File: src/hdl/charger_protection_consts.vh
// constants for the charger protection and status sequencer
// Functional notes
// - input overvoltage: battery switch on, status low/high
// - status returns to normal only after startup on input power-good
// - battery below lockout level opens battery-to-rail path
// - battery overcurrent: switch off, retry after 250 ms hiccup
// - 4 to 7 consecutive retries in 2 s latch switch off until input
// - hiccup in supplement with input present needs input toggled
// - rail overvoltage opens input switches until below falling level
// - rail overvoltage thresholds 104-106% rising, 101.5-103.5% falling
// - input switch on 5 ms; if rail short, off 200 us then retry
// - short after 10 tries disables both paths until adapter insertion
// - 2 s timer refreshes short retry counter, then checks again
// - thermal shutdown stops charge and rail; auto restart when cooled
// - thermal regulation reduces charge current; battery feeds rail at zero
// - phase safety timers, precharge limit is 25% of maximum time
// - timer fault latch-off, cleared by enable or input toggle
// - long press with input then input removal enters factory mode
// - toggling charge enable with input present restarts long-press timer
// - only valid input insertion leaves factory mode, not the button
// - hot or cold thermistor suspends charging, timers and trickle
// - button press during charging suspends charging until released
// - status encoding: done 11, charging 10, recoverable 01, latch 00
// - per-mode gating of switch, status, sensing, charging and button
// - set-pin short latches fault until input or enable toggled
`ifndef CHARGER_PROTECTION_CONSTS_VH
`define CHARGER_PROTECTION_CONSTS_VH
`define CLK_MHZ            250
`define TICK_US            1
`define TICK_CYCLES        (`CLK_MHZ * `TICK_US)
`define OC_RETRY_MS        250
`define OC_RETRY_TICKS     (`OC_RETRY_MS * 1000 / `TICK_US)
`define WINDOW_S           2
`define WINDOW_TICKS       (`WINDOW_S * 1000000 / `TICK_US)
`define SHORT_ON_MS        5
`define SHORT_ON_TICKS     (`SHORT_ON_MS * 1000 / `TICK_US)
`define SHORT_OFF_US       200
`define SHORT_OFF_TICKS    (`SHORT_OFF_US / `TICK_US)
`define OC_LATCH_TRIES     4
`define SHORT_TRIES        10
`define PRECHG_PERCENT     25
`define LPRESS_TICKS_DEF   2000000
`define MAXCHG_TICKS_DEF   36000000
`endif

File: src/hdl/charger_protection_status_fsm.v
// charger protection sequencing, safety timers, factory mode and status pins
`timescale 1ns/10ps
`default_nettype none
`include "charger_protection_consts.vh"
module charger_protection_status_fsm #(
	parameter integer LPRESS_TICKS = `LPRESS_TICKS_DEF,
	parameter integer MAXCHG_TICKS = `MAXCHG_TICKS_DEF,
	parameter integer TICK_CYCLES  = `TICK_CYCLES,
	parameter integer OC_TICKS     = `OC_RETRY_TICKS,
	parameter integer WIN_TICKS    = `WINDOW_TICKS,
	parameter integer SON_TICKS    = `SHORT_ON_TICKS,
	parameter integer SOFF_TICKS   = `SHORT_OFF_TICKS
) (
	input  wire clk,
	input  wire nrst,
	input  wire supply_input_good,
	input  wire input_overvoltage,
	input  wire battery_undervoltage_lockout,
	input  wire battery_overcurrent,
	input  wire supplement_active,
	input  wire rail_overvoltage_rising,
	input  wire rail_overvoltage_falling,
	input  wire rail_below_short_level,
	input  wire temp_shutdown,
	input  wire temp_regulation,
	input  wire ts_hot,
	input  wire ts_cold,
	input  wire thermistor_button_pin_low,
	input  wire charge_enable_n,
	input  wire set_pin_short,
	input  wire battery_precharge,
	input  wire charge_terminated,
	output reg  battery_switch,
	output reg  input_switch,
	output reg  rail_regulation_on,
	output reg  charge_on,
	output reg  trickle_on,
	output reg  charge_current_reduce,
	output reg  factory_mode,
	output reg  status_out_a_oe,
	output reg  status_out_b_oe
);
	localparam integer TW = 32;
	localparam [1:0] SH_CHECK = 2'h0;
	localparam [1:0] SH_OFF   = 2'h1;
	localparam [1:0] SH_WAIT  = 2'h2;
	localparam [1:0] SH_LATCH = 2'h3;

	// countdown on its last count; shared by the hiccup and retry timers
	function last_count;
		input [TW-1:0] cnt;
		begin
			last_count = (cnt <= 32'h0000_0001);
		end
	endfunction

	// shared time base, one pulse per microsecond
	reg  [TW-1:0] div;
	wire          tick = (div == TICK_CYCLES - 1);
	always @(posedge clk) begin
		if (!nrst || tick)
			div <= {TW{1'b0}};
		else
			div <= div + 32'h0000_0001;
	end

	reg  vin_q;
	reg  ce_q;
	wire vin_rise = supply_input_good & ~vin_q;
	wire vin_fall = ~supply_input_good & vin_q;
	wire ce_toggle = charge_enable_n ^ ce_q;
	always @(posedge clk) begin
		if (!nrst) begin
			vin_q <= 1'b0;
			ce_q  <= 1'b1;
		end else begin
			vin_q <= supply_input_good;
			ce_q  <= charge_enable_n;
		end
	end

	// mode: adapter when input good, else battery, or factory
	wire adapter_mode = supply_input_good & ~factory_mode;
	wire batt_mode    = ~supply_input_good & ~factory_mode;

	// startup after overvoltage: wait one tick of power-good
	reg ovp_seen;
	always @(posedge clk) begin
		if (!nrst)
			ovp_seen <= 1'b0;
		else if (input_overvoltage)
			ovp_seen <= 1'b1;
		else if (supply_input_good && tick)
			ovp_seen <= 1'b0;
	end

	// battery overcurrent hiccup
	reg  [TW-1:0] oc_cnt;
	reg  [TW-1:0] oc_win;
	reg  [2:0]    oc_tries;
	reg           oc_off;
	reg           oc_latch;
	reg           oc_supp_latch;
	always @(posedge clk) begin
		if (!nrst) begin
			oc_cnt        <= {TW{1'b0}};
			oc_win        <= {TW{1'b0}};
			oc_tries      <= 3'h0;
			oc_off        <= 1'b0;
			oc_latch      <= 1'b0;
			oc_supp_latch <= 1'b0;
		end else begin
			// a fresh input starts a new detection cycle
			if (vin_rise) begin
				oc_latch <= 1'b0;
				oc_tries <= 3'h0;
			end
			if (vin_fall)
				oc_supp_latch <= 1'b0;
			if (tick && oc_win != 0)
				oc_win <= oc_win - 32'h0000_0001;
			else if (oc_win == 0)
				oc_tries <= 3'h0;
			if (battery_overcurrent && battery_switch) begin
				oc_off <= 1'b1;
				oc_cnt <= OC_TICKS;
				if (oc_win == 0)
					oc_win <= WIN_TICKS;
				oc_tries <= oc_tries + 3'h1;
				if (oc_tries + 3'h1 >= `OC_LATCH_TRIES)
					oc_latch <= 1'b1;
				if (supplement_active && supply_input_good)
					oc_supp_latch <= 1'b1;
			end else if (oc_off && tick) begin
				if (last_count(oc_cnt))
					oc_off <= 1'b0;
				else
					oc_cnt <= oc_cnt - 32'h0000_0001;
			end
		end
	end

	// rail short retry sequencer
	reg  [1:0]    sh_st;
	reg  [TW-1:0] sh_cnt;
	reg  [3:0]    sh_tries;
	reg  [TW-1:0] sh_win;
	always @(posedge clk) begin
		if (!nrst || !supply_input_good) begin
			sh_st    <= SH_CHECK;
			sh_cnt   <= SON_TICKS;
			sh_tries <= 4'h0;
			sh_win   <= WIN_TICKS;
		end else begin
			if (tick && sh_win != 0)
				sh_win <= sh_win - 32'h0000_0001;
			else if (sh_win == 0 && sh_st != SH_LATCH) begin
				sh_tries <= 4'h0;
				sh_win   <= WIN_TICKS;
			end
			case (sh_st)
			SH_CHECK: begin
				if (tick) begin
					if (last_count(sh_cnt)) begin
						if (rail_below_short_level) begin
							if (sh_tries + 4'h1 >= `SHORT_TRIES)
								sh_st <= SH_LATCH;
							else
								sh_st <= SH_OFF;
							sh_tries <= sh_tries + 4'h1;
							sh_cnt   <= SOFF_TICKS;
						end else begin
							sh_st <= SH_WAIT;
						end
					end else begin
						sh_cnt <= sh_cnt - 32'h0000_0001;
					end
				end
			end
			SH_OFF: begin
				if (tick) begin
					if (last_count(sh_cnt)) begin
						sh_st  <= SH_CHECK;
						sh_cnt <= SON_TICKS;
					end else begin
						sh_cnt <= sh_cnt - 32'h0000_0001;
					end
				end
			end
			SH_WAIT: begin
				// rail up; re-check once the 2 s window expires
				if (sh_win == 0) begin
					sh_st  <= SH_CHECK;
					sh_cnt <= SON_TICKS;
				end
			end
			SH_LATCH: begin
				// held while the input stays good; input removal returns to SH_CHECK
				sh_st <= SH_LATCH;
			end
			default: sh_st <= SH_CHECK;
			endcase
		end
	end
	wire short_recov = (sh_st == SH_OFF) || (sh_st == SH_CHECK && sh_tries != 0);
	wire short_latch = (sh_st == SH_LATCH);

	// rail overvoltage with hysteresis, thresholds from the comparators
	reg rail_ovp;
	always @(posedge clk) begin
		if (!nrst)
			rail_ovp <= 1'b0;
		else if (rail_overvoltage_rising)
			rail_ovp <= 1'b1;
		else if (!rail_overvoltage_falling)
			rail_ovp <= 1'b0;
	end

	// thermal shutdown; power-up hot blocks until cooled
	reg tshut;
	// resets hot so no switch closes before the first sample, except the battery switch under input overvoltage
	always @(posedge clk) begin
		if (!nrst)
			tshut <= 1'b1;
		else
			tshut <= temp_shutdown;
	end

	// set-pin short latch
	reg charge_current_set_pin_fault;
	// clear beats set: the toggle itself re-arms detection
	always @(posedge clk) begin
		if (!nrst || vin_rise || vin_fall || ce_toggle)
			charge_current_set_pin_fault <= 1'b0;
		else if (set_pin_short && supply_input_good && !charge_enable_n)
			charge_current_set_pin_fault <= 1'b1;
	end

	// safety timers
	// count holds while charging is not requested
	wire          ts_fault = ts_hot | ts_cold;
	reg  [TW-1:0] sft_cnt;
	reg           sft_pre;
	reg           sft_fault;
	wire          charging_req = adapter_mode & ~charge_enable_n & ~charge_terminated;
	wire [TW-1:0] pre_limit = (MAXCHG_TICKS / 100) * `PRECHG_PERCENT;
	always @(posedge clk) begin
		if (!nrst || vin_rise || vin_fall || ce_toggle) begin
			sft_cnt   <= {TW{1'b0}};
			sft_pre   <= 1'b1;
			sft_fault <= 1'b0;
		end else if (charging_req && !sft_fault) begin
			if (sft_pre != battery_precharge) begin
				sft_pre <= battery_precharge;
				sft_cnt <= {TW{1'b0}};
			end else if (tick && !ts_fault) begin
				sft_cnt <= sft_cnt + 32'h0000_0001;
				if (sft_pre ? (sft_cnt >= pre_limit) : (sft_cnt >= MAXCHG_TICKS))
					sft_fault <= 1'b1;
			end
		end
	end

	// long press and factory mode
	reg  [TW-1:0] lp_cnt;
	reg           lp_done;
	// count holds while the input is away
	always @(posedge clk) begin
		if (!nrst) begin
			lp_cnt       <= {TW{1'b0}};
			lp_done      <= 1'b0;
			factory_mode <= 1'b0;
		end else begin
			if (supply_input_good && ce_toggle) begin
				lp_cnt  <= {TW{1'b0}};
				lp_done <= 1'b0;
			end else if (supply_input_good && thermistor_button_pin_low && !factory_mode) begin
				if (tick && lp_cnt < LPRESS_TICKS)
					lp_cnt <= lp_cnt + 32'h0000_0001;
				if (lp_cnt >= LPRESS_TICKS)
					lp_done <= 1'b1;
			end else if (supply_input_good) begin
				lp_cnt <= {TW{1'b0}};
			end
			if (vin_fall && lp_done) begin
				factory_mode <= 1'b1;
				lp_done      <= 1'b0;
			end else if (vin_rise) begin
				factory_mode <= 1'b0;
			end
		end
	end

	// switch, charge and status outputs
	// system short reports recoverable while its paths stay latched
	wire latch_fault = oc_latch | oc_supp_latch | sft_fault | charge_current_set_pin_fault;
	wire recov_fault = input_overvoltage | ovp_seen | tshut | short_recov | short_latch
		| (adapter_mode & ts_fault);
	wire chg = charging_req & ~sft_fault & ~charge_current_set_pin_fault & ~tshut & ~input_overvoltage;
	always @(posedge clk) begin
		if (!nrst) begin
			battery_switch        <= 1'b0;
			input_switch          <= 1'b0;
			rail_regulation_on    <= 1'b0;
			charge_on             <= 1'b0;
			trickle_on            <= 1'b0;
			charge_current_reduce <= 1'b0;
			status_out_a_oe       <= 1'b0;
			status_out_b_oe       <= 1'b0;
		end else begin
			// input overvoltage keeps the battery on the rail; lockout still wins
			battery_switch <= ~factory_mode & ~tshut & ~battery_undervoltage_lockout
				& ~oc_off & ~oc_latch & ~oc_supp_latch & ~short_latch
				| (input_overvoltage & ~factory_mode & ~battery_undervoltage_lockout);
			input_switch <= adapter_mode & ~input_overvoltage & ~tshut & ~rail_ovp
				& (sh_st != SH_OFF) & ~short_latch;
			rail_regulation_on <= ~factory_mode & ~tshut;
			// thermistor and button only count in adapter mode
			charge_on  <= chg & ~ts_fault & ~thermistor_button_pin_low;
			trickle_on <= chg & ~ts_fault & battery_precharge;
			charge_current_reduce <= chg & temp_regulation;
			// oe high pulls the pin low; factory mode leaves both released
			if (factory_mode) begin
				status_out_a_oe <= 1'b0;
				status_out_b_oe <= 1'b0;
			end else if (latch_fault) begin
				status_out_a_oe <= 1'b1;
				status_out_b_oe <= 1'b1;
			end else if (recov_fault) begin
				status_out_a_oe <= 1'b1;
				status_out_b_oe <= 1'b0;
			end else if (chg) begin
				status_out_a_oe <= 1'b0;
				status_out_b_oe <= 1'b1;
			end else begin
				status_out_a_oe <= 1'b0;
				status_out_b_oe <= 1'b0;
			end
		end
	end
endmodule
`default_nettype wire
File: config.mk
export PLATFORM = sky130hd
export DESIGN_NAME = charger_protection_status_fsm
export DESIGN_NICKNAME = d
export VERILOG_FILES = /design/src/hdl/charger_protection_status_fsm.v
export VERILOG_INCLUDE_DIRS = /design/src /design/src/hdl
export SDC_FILE = /design/constraint.sdc
export NUM_CORES = 1
export LEC_CHECK = 0
export BUFFER_PORTS_ARGS = -buffer_cell sky130_fd_sc_hd__buf_2
export CAP_MARGIN = 10
export CORE_ASPECT_RATIO = 1.75
export CORE_UTILIZATION = 30
export CTS_BUF_LIST = sky130_fd_sc_hd__clkbuf_8
export CTS_CLUSTER_DIAMETER = 50
export DETAILED_ROUTE_END_ITERATION = 16
export PLACE_DENSITY = 0.55
export SLEW_MARGIN = 10
export SYNTH_ARGS = -nofsm -noshare
export SYNTH_HDL_FRONTEND = slang
export SYNTH_SLANG_ARGS = --single-unit
File: constraint.sdc
create_clock -name clk -period 7.9 [get_ports clk]
set_input_delay 1.58 -clock clk [delete_from_list [all_inputs] [get_ports clk]]
set_output_delay 1.58 -clock clk [all_outputs]
set_load 0.05 [all_outputs]
Yosys cells after proc, flatten, opt, wreduce, memory -nomap -nowiden

Cells that the tools add are included.

Bits in registers: 254
Bits of input ports: 19
Output and inout port bits: 9
Logic and storage cells: 241

Add/sub/neg operators: 11
$lt $le $gt $ge: 8
Equal/unequal tests: 16
Mux-type cells: 59
Bitwise logic cells: 58
Reduce and logical (&&, ||, !) cells: 57

Operators by type and width:

| operator                                                             | count |
|---|---|
| two-way mux 32 bit                                                   | 16 |
| subtractor 32 x 1 -> 32 bit (second input constant)                  | 4 |
| adder 32 x 1 -> 32 bit (second input constant)                       | 3 |
| case mux 32 bit (3 select lines)                                     | 1 |
| <= comparator 32 x 1 -> 1 bit (second input constant)                | 2 |
| zero test 32 bit                                                     | 2 |
| nonzero test 32 bit                                                  | 2 |
| two-way mux 18 bit                                                   | 3 |
| == test 32 x 8 -> 1 bit (second input constant)                      | 1 |
| greater-or-equal comparator 32 x 21 -> 1 bit (second input constant) | 1 |
| greater-or-equal comparator 32 x 24 -> 1 bit (second input constant) | 1 |
| greater-or-equal comparator 32 x 26 -> 1 bit (second input constant) | 1 |
| < comparator 32 x 21 -> 1 bit (second input constant)                | 1 |
| bitwise AND 1 bit                                                    | 27 |
| two-way mux 4 bit                                                    | 6 |
| two-way mux 1 bit                                                    | 21 |
| inverter 1 bit                                                       | 20 |
| logical AND 1 bit                                                    | 17 |
| inequality test 2 bit (second input constant)                        | 8 |
| two-way mux 2 bit                                                    | 7 |
| AND reduction 2 bit                                                  | 7 |
| nonzero test 2 bit                                                   | 7 |
| two-way mux 3 bit                                                    | 4 |
| OR 1 bit                                                             | 10 |
| 22 further kinds                                                     | 37 |

Logic depth before layout (Yosys ltp)

Gate-level depths: netlist of run 1.

Word-level depth: 11
Depth in mapped cells: 11
Mapped depth without buffers: 8

Worst setup path before layout of run 1

OpenSTA, ideal clock, no wires.

Path type: input -> register
From: input supply_input_good
To: register sft_cnt[31]
Setup time: 0.070 ns
Data arrival time: 3.305 ns
Required time: 7.830 ns
Slack: 4.524 ns
Cell stages on the path: 7
Path buffers: 1
Path through: clkbuf_1 > nand2b_1 > nor4_1 > nand2_1 > or3_1 > or3_1 > a21oi_1

Cells in the longest elaborated chain, start to end: 5
Elaborated cells on any way between the ends: 11
Classes of those cells: bitwise (6); reduce/logical (5)

Ends and longest elaborated chain:

| element                        | RTL line                            | RTL |
|---|---|---|
| start: declaration             | charger_protection_status_fsm.v:16  | `input wire supply_input_good,` |
| bitwise AND 1 bit              | charger_protection_status_fsm.v:83  | `wire adapter_mode = supply_input_good & ~factory_mode;` |
| bitwise AND 1 bit (2 in a row) | charger_protection_status_fsm.v:245 | `wire charging_req = adapter_mode & ~charge_enable_n & ~charge_terminated;` |
| logical AND 1 bit              | charger_protection_status_fsm.v:252 | `end else if (charging_req && !sft_fault) begin` |
| AND reduction 2 bit (no line)  | --                                  |  |
| end signal: assignment         | charger_protection_status_fsm.v:249 | `sft_cnt <= {TW{1'b0}};` |
| end signal: assignment         | charger_protection_status_fsm.v:255 | `sft_cnt <= {TW{1'b0}};` |
| end signal: assignment         | charger_protection_status_fsm.v:257 | `sft_cnt <= sft_cnt + 32'h0000_0001;` |
| end: declaration               | charger_protection_status_fsm.v:242 | `reg [TW-1:0] sft_cnt;` |

Several ways; a longest one is shown, not always the timed one.
A chain may end at the register's enable or synchronous reset.

Final worst setup path of run 1

From: register sh_cnt[4]
To: register sh_cnt[30]

Cells in the longest elaborated chain, start to end: 4
Elaborated cells on any way between the ends: 9
Classes of those cells: add/sub (1); order compare (1); eq/ne (1); mux (5); reduce/logical (1)

Ends and longest elaborated chain:

| element                                                                             | RTL line                                                                                                     | RTL |
|---|---|---|
| start: declaration                                                                  | charger_protection_status_fsm.v:145                                                                          | `reg [TW-1:0] sh_cnt;` |
| start signal: assignment                                                            | charger_protection_status_fsm.v:176                                                                          | `sh_cnt <= sh_cnt - 32'h0000_0001;` |
| start signal: assignment                                                            | charger_protection_status_fsm.v:186                                                                          | `sh_cnt <= sh_cnt - 32'h0000_0001;` |
| subtractor 32 x 1 -> 32 bit / <= comparator 32 x 1 -> 1 bit (equally long branches) | charger_protection_status_fsm.v:176, charger_protection_status_fsm.v:186, charger_protection_status_fsm.v:53 |  |
| two-way mux 32 bit (on tied branches)                                               | charger_protection_status_fsm.v:182, charger_protection_status_fsm.v:164                                     |  |
| two-way mux 32 bit (on tied branches)                                               | charger_protection_status_fsm.v:181, charger_protection_status_fsm.v:163                                     |  |
| case mux 32 bit (3 select lines)                                                    | charger_protection_status_fsm.v:161                                                                          | `case (sh_st)` |

Several ways; a longest one is shown, not always the timed one. The select of a mux whose other input is x is not followed.

==> key figures, run 1 <==
Outcome
  • Status: finished clean

Pwr
  • Comb power frac: 0.048
  • P_leak: 4.844 nW
  • Reg power frac: 0.519
  • Clk network pwr share: 0.434
  • Sw Ratio: 0.2506
  • Power density over cell area: approximately 180 nW/um2
  • Internal power: 1.873 mW
  • Worst VDD drop: 0.09504 mV
  • Psw: 626.4 uW

Hold path
  • Worst hold path depth: 2
  • Tightest Hold Check Type: reg2reg
  • HP Start: lp_cnt[20]
  • Hold EP: lp_cnt[20]

Global routing
  • GRT overflow: 0
  • Initial antenna violation count: 1
  • Vias in the first global route: 11210
  • Largest net degree at the start of global routing: 47
  • Gr usage total: 0.1562
  • Global-route wire length before repair: 54980 um

Synth
  • Post-synth top area cell: dfxtp_1
  • Yosys reg bits: ~250
  • Seq/Total Area, Yosys: 0.3995
  • Mapped Avg Cell Area: 8.260 um2
  • Post-synth net total: 1581
  • Synth Cell Area: 12730 um2
  • Top cell type's share of synthesized area: 0.3995
  • Post-synthesis cell count: 1541
  • Ys flop type: dfxtp_1
  • Synthesis Warnings: 0
  • Number of flops mapped to enable cells by yosys: 0
  • Yosys cell types: 75
  • Count leader, synth: dfxtp_1
  • Ys async rst share: 0
  • Commonest cells in the netlist: dfxtp_1 (254), nor2_1 (192), a21oi_1 (100)
  • Top post-synthesis cells by area: dfxtp_1 (40%), nor2_1 (5.7%), xor2_1 (4.6%)

Route
  • DRC viols: 0
  • Post-DRT Antenna Nets: 0
  • DRT Wirelength: 33400 um
  • 1st-iter DRT viols: around 550
  • Vias per cell: roughly 5.4
  • Vias: 11450
  • Drt first pass iters: 5
  • Mean routed wirelength per cell: approximately 16 um

Final layout
  • Final nets: 1598
  • Fin util: 0.3383
  • Reg area: 5085 um2
  • Synthesis-to-layout area growth: 10.94%
  • Layout fillers: 4399
  • Share of layout cells above drive strength 1: 0.07785
  • Post-route cell area: 14120 um2
  • Area occupied by multi-input gates: 7234 um2

Timing
  • Actual slew at the worst max-slew pin: 1.136 ns
  • Fin crit period: roughly 3.7 ns
  • Unrepaired setup endpoints after global routing: no
  • TNS Setup: 0 ns
  • Final cycle utilization of the critical path: 0.4743
  • Slew HR: 0.2384
  • Max Fclk: 0.2669 GHz
  • Setup Skew: about 0.027 ns
  • Slew Viols, Final: 0
  • Final Hold Vio Count: 0
  • Final setup viols: 0

Clock tree
  • Maximum root-to-sink buffer count: 3
  • CTS tree: built
  • Clock latency on the worst-skew pair: 0.57 ns
  • H-tree depth: 2
  • CTS sink cnt: between 200 and 300
  • Root Driver: clkbuf_8
  • Hold buffers post-CTS: 0
  • CTS Buf Count: between 40 and 50
  • Resized cells post-CTS: 0
  • Postcts setup bufs: 0
  • CTS clock-pin slew for the worst setup and hold paths: 0.07 ns

Setup path
  • Worst setup EP type: register
  • R2R Path Start: sh_cnt[4]
  • CP Launch Type: register
  • R2r setup slk: 4.15 ns
  • Reg2reg end: sh_cnt[30]
  • Type of the worst setup path: reg2reg
  • Crit path DAT: 4.24 ns
  • FF-to-FF path depth: 6
  • Worst-path maximum fanout: 45
  • CP required: around 8.4 ns

Place
  • Area of placed instances: 13370 um2
  • GP Congestion: 0.8305
  • Port bufs: 27
  • Hpwl dp: approximately 23000 um

Floorplan
  • Die W: 157.7 um
  • Starting Density: 0.3049
  • Die Ht: about 270 um
  • Full die area: approximately 43000 um2
  • Top-Level Pins: 28
  • Core area: between 40000 and 50000 um2
  • Row cnt: 99

Job
  • Max-Cap Viols: 0
-- metrics by stage --
stage | hold WS [ns] | instances | worst slack [ns] | total power [mW]
floorplan | 0.4014 | 1541 | 4.524 | 1.409
global placement | 0.4434 | 2069 | 4.055 | 1.443
detailed placement | 0.4447 | 2069 | 4.083 | 1.444
CTS | 0.4533 | 2135 | 4.146 | 2.548
global route | 0.4734 | 2136 | 3.882 | 2.609
finish | 0.4534 | 2136 | 4.153 | 2.499
-- layout make-up --
class,count,share of cell area
well taps,555,0.04918
repair buffers,40,0.01648
flip-flops and latches,254,0.3601
clock buffers,49,0.04776
clock inverters,17,0.004962
inverters,34,0.009038
diodes,1,0.0001772
multi-input cells,1186,0.5123
-- registers in the layout, summed over array words and instances (netlist names), 4 cells and up --
name	cells
oc_cnt	32
sh_win	32
lp_cnt	32
sh_tries	4
sh_cnt	32
sft_cnt	32
oc_win	32
div	32
-- worst max-delay path by stage --
stage,cells after the start,from,to,slack [ns]
6_report,6,sh_cnt[4],sh_cnt[30],4.15
5_1_grt,7,div[3],oc_cnt[31],3.88
4_1_cts,6,oc_win[7],oc_win[3],4.15
3_5_place_dp,7,supply_input_good,sft_cnt[19],4.08
3_3_place_gp,7,supply_input_good,sft_cnt[19],4.06
2_1_floorplan,7,supply_input_good,sft_cnt[31],4.52
-- power by group through the flow --
| stage | clock [mW] | combinational (mW) | sequential [mW] |
|---|---|---|---|
| 3_5_place_dp | 0 | 0.120 | 1.32 |
| 5_1_grt | 1.18 | 0.131 | 1.30 |
| 2_1_floorplan | 0 | 0.0832 | 1.33 |
| 4_1_cts | 1.13 | 0.120 | 1.30 |
| 6_report | 1.08 | 0.119 | 1.30 |
| 3_3_place_gp | 0 | 0.120 | 1.32 |
-- routing by layer --
| metal | share of wire | up-vias | GRT usage |
|---|---|---|---|
| li1 | - | 5707 | - |
| met5 | 0 | - | 0 |
| met1 | 0.40 | 5442 | 0.1644 |
| met3 | 0.034 | 90 | 0.02229 |
| met4 | 0.040 | 0 | 0.07946 |
| met2 | 0.52 | 210 | 0.2950 |
-- critical path, stage by stage (launching register included) --
cell      delay [ns]
dfxtp_1         0.37
or4_4           0.60
or3_4           0.37
or4_1           0.68
o211ai_4        0.96
o31ai_2         0.42
a21oi_1         0.24
-- layout by cell type (no fill, tap or decap), types with 8 or more instances in the layout --
cell,instances
a31oi_1,12
o211ai_1,14
nand3_1,79
nand4b_1,11
nand4_1,59
o31ai_1,30
nor2_1,191
and2_1,21
or3_1,55
clkbuf_8,49
nand2_1,95
buf_2,27
buf_4,13
or4_1,52
ha_1,21
a21oi_1,100
inv_1,46
nor4_1,51
and4_1,14
nor4b_1,9
o21ai_0,54
and3_1,19
dfxtp_1,254
mux2i_1,8
xor2_1,67
nor3_1,55
xnor2_1,40
or2_2,9
nand2b_1,21
-- kinds of logic (layout without fill, tap and decap cells) --
logic type	Yosys count	count (layout)	synth area share
flops	254	254	0.3995
simple gates	773	773	0.3273
fa+ha+maj	21	21	0.02064
other cells	0	1	0
xor+xnor	107	107	0.07363
compound gates	271	271	0.1345
mux	14	14	0.01160
buf+inv	101	140	0.03283
(Power assumes the default switching activity.)
==> inputs of run 2 (changes only) <==
--- a/config.mk
+++ b/config.mk
@@ -6,6 +6,7 @@
 export SDC_FILE = /design/constraint.sdc
 export NUM_CORES = 1
 export LEC_CHECK = 0
+export ABC_AREA = 1
 export BUFFER_PORTS_ARGS = -buffer_cell sky130_fd_sc_hd__buf_2
 export CAP_MARGIN = 10
 export CORE_ASPECT_RATIO = 1.75
==> constraint.sdc (replaced) <==
create_clock -name clk -period 3.7 [get_ports clk]
set_input_delay 0.74 -clock clk [delete_from_list [all_inputs] [get_ports clk]]
set_output_delay 0.74 -clock clk [all_outputs]
set_load 0.05 [all_outputs]
==> run 2 against run 1 <==
Against the previous run:
- clock power increased to 2.5 times the previous value
- clock-buffer cell count increased by 9
- non-clock buffer count decreased by 3
- design area increased by 22%
- maximum frequency increased by 31%
- area after synthesis increased by 22%
- clock skew increased by 0.00084 ns
- via count increased by 37%
- cell count increased by 48%
- total power increased by 140%
- first-iteration DRC count increased by 82%
- largest power group unchanged
==> key figures, run 2 <==
Outcome
  • Status: finished clean

Floorplan
  • Core area: 50730 um2 (+22%)
  • Die W: 174.0 um (+10%)
  • Die Ht: 302.9 um (+10%)
  • Top-Level Pins: 28 (unchanged)
  • Full die area: 52690 um2 (+22%)
  • Starting Density: 0.3060 (+0.001040)
  • Row cnt: 109 (+10%)

Global routing
  • Gr usage total: 0.1789 (+0.02275)
  • Vias in the first global route: 15890 (+42%)
  • GRT overflow: 0 (unchanged)
  • Initial antenna violation count: 6 (+5)
  • Largest net degree at the start of global routing: 49 (+4.3%)
  • Global-route wire length before repair: 76870 um (+40%)

Timing
  • TNS Setup: 0 ns (unchanged)
  • Slew Viols, Final: 0 (unchanged)
  • Slew HR: 0.3323 (+0.09395)
  • Final setup viols: 0 (unchanged)
  • Final Hold Vio Count: 0 (unchanged)
  • Worst hold margin: 0.3133 ns (-0.1401 ns)
  • Actual slew at the worst max-slew pin: 1.000 ns (-0.1352 ns)
  • Final cycle utilization of the critical path: 0.7710 (+0.2966)
  • Max Fclk: 0.3506 GHz (+31%)
  • Fin crit period: 2.853 ns (-0.8947 ns)
  • Unrepaired setup endpoints after global routing: no
  • Setup Skew: 0.02806 ns (+0.0008406 ns)

Route
  • Vias per cell: 4.956 (-7.5%)
  • Mean routed wirelength per cell: 14.86 um (-5.0%)
  • Post-DRT Antenna Nets: 0 (unchanged)
  • Drt first pass iters: 8 (+3)
  • Vias: 15700 (+37%)
  • DRC viols: 0 (unchanged)
  • DRT Wirelength: 47090 um (+41%)
  • 1st-iter DRT viols: 1007 (+82%)

Synth
  • Top cell type's share of synthesized area: 0.3276 (-0.07191)
  • Synth Cell Area: 15520 um2 (+22%)
  • Ys flop type: dfxtp_1
  • Seq/Total Area, Yosys: 0.3276 (-0.07191)
  • Commonest cells in the netlist: nand2_1 (624), nor2_1 (428), dfxtp_1 (254)
  • Post-synth top area cell: dfxtp_1
  • Synthesis Warnings: 0 (unchanged)
  • Number of flops mapped to enable cells by yosys: 0 (unchanged)
  • Count leader, synth: nand2_1
  • Top post-synthesis cells by area: dfxtp_1 (33%), nand2_1 (15%), nor2_1 (10%)
  • Yosys reg bits: 254 (unchanged)
  • Post-synthesis cell count: 2441 (+58%)
  • Yosys cell types: 51 (-32%)
  • Post-synth net total: 2481 (+57%)
  • Ys async rst share: 0 (unchanged)
  • Mapped Avg Cell Area: 6.359 um2 (-23%)

Clock tree
  • Root Driver: clkbuf_8
  • CTS sink cnt: 254 (unchanged)
  • Hold buffers post-CTS: 0 (unchanged)
  • CTS Buf Count: 47 (+12%)
  • Clock latency on the worst-skew pair: 0.60 ns (+0.03 ns)
  • Maximum root-to-sink buffer count: 3 (unchanged)
  • Postcts setup bufs: 0 (unchanged)
  • CTS tree: built
  • CTS clock-pin slew for the worst setup and hold paths: 0.06 ns (about the same)
  • Resized cells post-CTS: 0 (unchanged)
  • H-tree depth: 2 (unchanged)

Setup path
  • Cell class contributing the biggest share of worst-path delay: simple AND/OR/NAND/NOR gates
  • CP required: 4.23 ns (-4.16 ns)
  • CP max-delay cell: nand2_1
  • CP Launch Type: register
  • Crit path from: div[13]
  • Worst-path maximum fanout: 20 (-56%)
  • CP max stage delay: 0.64 ns (-0.32 ns)
  • Worst setup EP type: register
  • Crit path DAT: 3.38 ns (-0.86 ns)
  • Cells along the critical path: nor2_1 -> nand3_1 -> nor2_1 -> nand4_1 -> nor2_2 -> nand3_2 -> nand2_1 -> nand2_1 -> a21oi_1
  • Buf/Inv on CP: 0 (unchanged)
  • R2R Path Start: div[13]
  • Type of the worst setup path: reg2reg

Place
  • GP Congestion: 0.9299 (+12%)
  • Port bufs: 27 (unchanged)
  • Area of placed instances: 16240 um2 (+21%)
  • Hpwl dp: 35290 um (+50%)

Final layout
  • Final nets: 2506 (+57%)
  • Synthesis-to-layout area growth: 10.59%
  • Most common cell after layout, fill and taps aside: nand2_1
  • Layout fillers: 5589 (+27%)
  • Post-route cell area: 17170 um2 (+22%)
  • Area occupied by multi-input gates: 9226 um2 (+28%)
  • Most frequent cells in the layout: nand2_1 (623), nor2_1 (428), dfxtp_1 (254)
  • Share of layout cells above drive strength 1: 0.07277 (-0.005077)
  • Reg area: 5085 um2 (unchanged)

Pwr
  • P_leak: 7.047 nW (+45%)
  • Comb power frac: 0.073 (+0.025)
  • Sw Ratio: 0.2689 (+0.01823)
  • Internal power: 4.313 mW (+130%)
  • Reg power frac: 0.470 (-0.049)
  • Worst VDD drop: 0.2113 mV (+120%)
  • Clk network pwr share: 0.457 (+0.023)
  • Psw: 1.586 mW (+150%)
  • Overall power: 5.899 mW (+140%)
  • Power density over cell area: 343.6 nW/um2 (+94%)

Job
  • Max-Cap Viols: 0 (unchanged)

Hold path
  • Tightest Hold Check Type: in2reg
  • HP Start: battery_undervoltage_lockout
[run 2: final cells by class]
type                            count  share of cell area
Antenna cell                        1           0.0001458
Tap cell                          666             0.04854
Multi-Input combinational cell   1890              0.5375
Clock inverter                     26            0.007289
Inverter                          236             0.05160
Timing Repair Buffer               37             0.01224
Sequential cell                   254              0.2962
Clock buffer                       58             0.04650
[run 2: kinds of logic after synthesis]
family	synth area share
AO/OA/AOI/OAI	0.09423
AND/OR/NAND/NOR	0.4187
buffers and inverters	0.07819
flip-flops	0.3276
adder cells (fa/ha/maj)	0.01693
XOR/XNOR	0.06432
[run 2: power by group through the flow]
| stage | sequential [mW] | combinational, mW | clock, mW |
|---|---|---|---|
| after CTS | 2.77 | 0.434 | 2.80 |
| after floorplan | 2.83 | 0.317 | 0 |
| after global routing | 2.77 | 0.482 | 2.91 |
| after global placement | 2.83 | 0.430 | 0 |
| after detailed placement | 2.83 | 0.432 | 0 |
| final | 2.77 | 0.432 | 2.70 |
[run 2: final timing paths]
path	end	slack (ns)	cells after the start
worst min-delay path	battery_switch	0.31	2
worst max-delay path	lp_cnt[6]	0.85	9
worst max register to register	lp_cnt[6]	0.85	9
worst min register to register	lp_cnt[28]	0.44	2
[run 2: stage by stage]
step | util | cells | setup slack, ns
6_report | 0.3384 | 3168 | 0.8474
5_1_grt | 0.3384 | 3168 | 0.5654
4_1_cts | 0.3383 | 3167 | 0.8148
3_5_place_dp | 0.3201 | 3083 | 0.5750
3_3_place_gp | 0.3201 | 3083 | 0.6330
2_1_floorplan | - | 2441 | 1.732
[run 2: routing by layer]
| layer | GRT usage | vias to the layer above | wire length [um] |
|---|---|---|---|
| met5 | 0 | - | 61 |
| met4 | 0.1115 | 10 | 2714 |
| met3 | 0.02732 | 175 | 1915 |
| met2 | 0.3460 | 393 | 24470 |
| met1 | 0.1771 | 7171 | 17920 |
| li1 | - | 7951 | - |
==> inputs of run 3 (changes only) <==
--- a/config.mk
+++ b/config.mk
@@ -6,7 +6,7 @@
 export SDC_FILE = /design/constraint.sdc
 export NUM_CORES = 1
 export LEC_CHECK = 0
-export ABC_AREA = 1
+export ABC_AREA = 0
 export BUFFER_PORTS_ARGS = -buffer_cell sky130_fd_sc_hd__buf_2
 export CAP_MARGIN = 10
 export CORE_ASPECT_RATIO = 1.75
@@ -14,7 +14,7 @@
 export CTS_BUF_LIST = sky130_fd_sc_hd__clkbuf_8
 export CTS_CLUSTER_DIAMETER = 50
 export DETAILED_ROUTE_END_ITERATION = 16
-export PLACE_DENSITY = 0.55
+export PLACE_DENSITY = 0.57
 export SLEW_MARGIN = 10
 export SYNTH_ARGS = -nofsm -noshare
 export SYNTH_HDL_FRONTEND = slang
==> constraint.sdc (replaced) <==
create_clock -name clk -period 2.4 [get_ports clk]
set_input_delay 0.48 -clock clk [delete_from_list [all_inputs] [get_ports clk]]
set_output_delay 0.48 -clock clk [all_outputs]
set_load 0.05 [all_outputs]
==> run 3 against run 2 <==
Against the previous run:
- largest power group unchanged
- global-route usage grew 0.078 points
- critical path depth down 3
- cell count decreased by 24%
- combinational power increased by 72%
- the run now ends with negative setup slack left
- utilization rose by 8.2 points
- clock skew rose by 0.0017 ns
- sequential power up 54%
==> key figures, run 3 (same netlist as run 1, synthesis figures left out) <==
Final layout
  • Most frequent cells in the layout: dfxtp_1 (246), buf_4 (235), nor2_1 (185)
  • Final nets: 1866 (-26%)
  • Share of layout cells above drive strength 1: 0.3028 (+0.2300)
  • Post-route cell area: 17560 um2 (+2.3%)
  • Most common cell after layout, fill and taps aside: dfxtp_1
  • Fin util: 0.4206 (+0.08228)
  • Synthesis-to-layout area growth: 37.95%
  • Reg area: 5097 um2 (+0.25%)
  • Layout fillers: 4082 (-27%)
  • Area occupied by multi-input gates: 8323 um2 (-9.8%)

Setup path
  • CP Launch Type: register
  • Buf/Inv on CP: 0 (unchanged)
  • Reg2reg end: sh_cnt[24]
  • FF-to-FF path depth: 6 (-3)
  • CP max-delay cell: or4_4
  • CP max stage delay: 0.56 ns (-0.08 ns)
  • R2r setup slk: -0.33 ns (-1.18 ns)
  • Type of the worst setup path: reg2reg
  • R2R Path Start: sh_cnt[7]
  • Worst setup EP type: register
  • Crit path DAT: 3.23 ns (-0.15 ns)
  • CP required: 2.90 ns (-1.33 ns)
  • Most used cell, CP: or4_4
  • Worst-path maximum fanout: 4 (-80%)
  • Cells along the critical path: or4_4 -> or4_4 -> or3_4 -> or4_4 -> or3_4 -> a21oi_2
  • Cell class contributing the biggest share of worst-path delay: simple AND/OR/NAND/NOR gates

Clock tree
  • Root Driver: clkbuf_8
  • H-tree depth: 2 (unchanged)
  • Clock latency on the worst-skew pair: 0.57 ns (-0.03 ns)
  • CTS sink cnt: 254 (unchanged)
  • CTS tree: built
  • Maximum root-to-sink buffer count: 3 (unchanged)
  • Hold buffers post-CTS: 0 (unchanged)
  • CTS Buf Count: 41 (-13%)
  • CTS clock-pin slew for the worst setup and hold paths: 0.06 ns (about the same)

Route
  • DRT Wirelength: 39060 um (-17%)
  • Vias per cell: 5.330 (+7.6%)
  • Top Layer Used: met5
  • Met2 routed WL: 21320 um (-13%)
  • Vias: 12840 (-18%)
  • Mean routed wirelength per cell: 16.21 um (+9.1%)
  • Post-DRT Antenna Nets: 0 (unchanged)
  • 1st-iter DRT viols: 560 (-44%)
  • Metal1 wirelength: 14540 um (-19%)
  • Drt first pass iters: 7 (-1)
  • Wire length on met3: 1238 um (-35%)
  • DRC viols: 0 (unchanged)

Hold path
  • Worst hold path depth: 2 (unchanged)
  • HP Start: thermistor_button_pin_low
  • Tightest Hold Check Type: in2reg
  • Hold EP: charge_on

Global routing
  • Initial antenna violation count: 3 (-3)
  • Vias in the first global route: 12930 (-19%)
  • Largest net degree at the start of global routing: 33 (-33%)
  • Gr usage total: 0.1797 (+0.0007798)
  • GRT overflow: 0 (unchanged)
  • Global-route wire length before repair: 63060 um (-18%)

Floorplan
  • Top-Level Pins: 28 (unchanged)
  • Die W: 157.7 um (-9.3%)
  • Die Ht: 274.5 um (-9.4%)
  • Starting Density: 0.3049 (-0.001040)
  • Row cnt: 99 (-9.2%)
  • Core area: 41740 um2 (-18%)
  • Full die area: 43290 um2 (-18%)

Timing
  • Worst hold margin: 0.09145 ns (-0.2218 ns)
  • Slew HR: 0.5872 (+0.2549)
  • Max Fclk: 0.3666 GHz (+4.6%)
  • Final cycle utilization of the critical path: 1.137 (+0.3657)
  • Unrepaired setup endpoints after global routing: yes
  • Actual slew at the worst max-slew pin: 0.6192 ns (-0.3812 ns)
  • Fin worst setup slack: -0.3281 ns (-1.175 ns)
  • Final Hold Vio Count: 0 (unchanged)
  • Fin crit period: 2.728 ns (-0.1245 ns)
  • Slew Viols, Final: 0 (unchanged)
  • Setup Skew: 0.02974 ns (+0.001678 ns)
  • Final setup viols: 71 (+71)

Place
  • Hpwl dp: 27090 um (-23%)
  • GP Congestion: 0.8582 (-7.7%)
  • Port bufs: 27 (unchanged)
  • Dpl ws: -0.3462 ns (-0.9212 ns)
  • Area of placed instances: 15370 um2 (-5.4%)

Pwr
  • P_leak: 6.515 nW (-7.5%)
  • Power density over cell area: 495.0 nW/um2 (+44%)
  • Worst VDD drop: 0.3078 mV (+46%)

Outcome
  • Status: finished with violations
  • Failing checks: negative setup slack

Job
  • Max-Cap Viols: 0 (unchanged)
[run 3: changes by cell type in the layout (fill, tap and decap cells not counted), sizes merged, moves of 19 or more]
cell	change
or4	+53
buf	+266
nand4	-20
and2	+19
nor4	+44
inv	-199
a21oi	-80
nand2	-537
nand3	-112
nor2	-267
nand2b	+20
o31ai	+30
or3	+57
[run 3: worst max path at each step]
| stage | start | end | slack, ns | cells past startpoint |
|---|---|---|---|---|
| 6_report | sh_cnt[7] | sh_cnt[24] | -0.33 | 6 |
| 5_1_grt | sh_cnt[7] | sh_cnt[10] | -0.36 | 8 |
| 4_1_cts | sh_cnt[7] | sh_cnt[24] | -0.29 | 6 |
| 3_3_place_gp | sh_cnt[7] | sh_cnt[24] | -0.32 | 6 |
| 3_5_place_dp | div[1] | sh_win[14] | -0.35 | 9 |
| 2_1_floorplan | sh_cnt[0] | sh_cnt[24] | -0.43 | 10 |
[run 3: area by class of cell]
type | instances | area share
Timing Repair Buffer | 304 | 0.1441
Sequential cell | 254 | 0.2903
Tap cell | 555 | 0.03955
Multi-Input combinational cell | 1191 | 0.4740
Clock inverter | 19 | 0.004703
Antenna cell | 1 | 0.0001425
Inverter | 34 | 0.007268
Clock buffer | 51 | 0.03997
[run 3: through the flow]
stage               instances  total power [mW]  setup TNS, ns
floorplan                1541             4.675         -13.83
CTS                      2397             8.788         -11.44
detailed placement       2300             4.879         -21.46
global route             2409             9.044         -17.04
global placement         2300             4.873         -17.11
finish                   2409             8.692         -12.62
[run 3: timing repair]
action                                  4_1_cts  5_1_grt
resized for setup                           110      105
pin swaps                                    66       79
buffers inserted                             15        9
gates cloned                                 12        3
endpoints found under the hold margin         0        0
endpoints found under the setup margin      143      123
[run 3: power breakdown]
group	internal, mW	switching (mW)
Clock	1.91	1.78
Sequential	4.24	0.0206
Combinational	0.316	0.427
Total	6.46	2.23
[run 3: routing by layer]
metal / GRT usage / vias up
li1: - / 6258
met1: 0.1757 / 6195
met2: 0.3520 / 266
met3: 0.02323 / 119
met4: 0.1030 / 2
met5: 0 / -
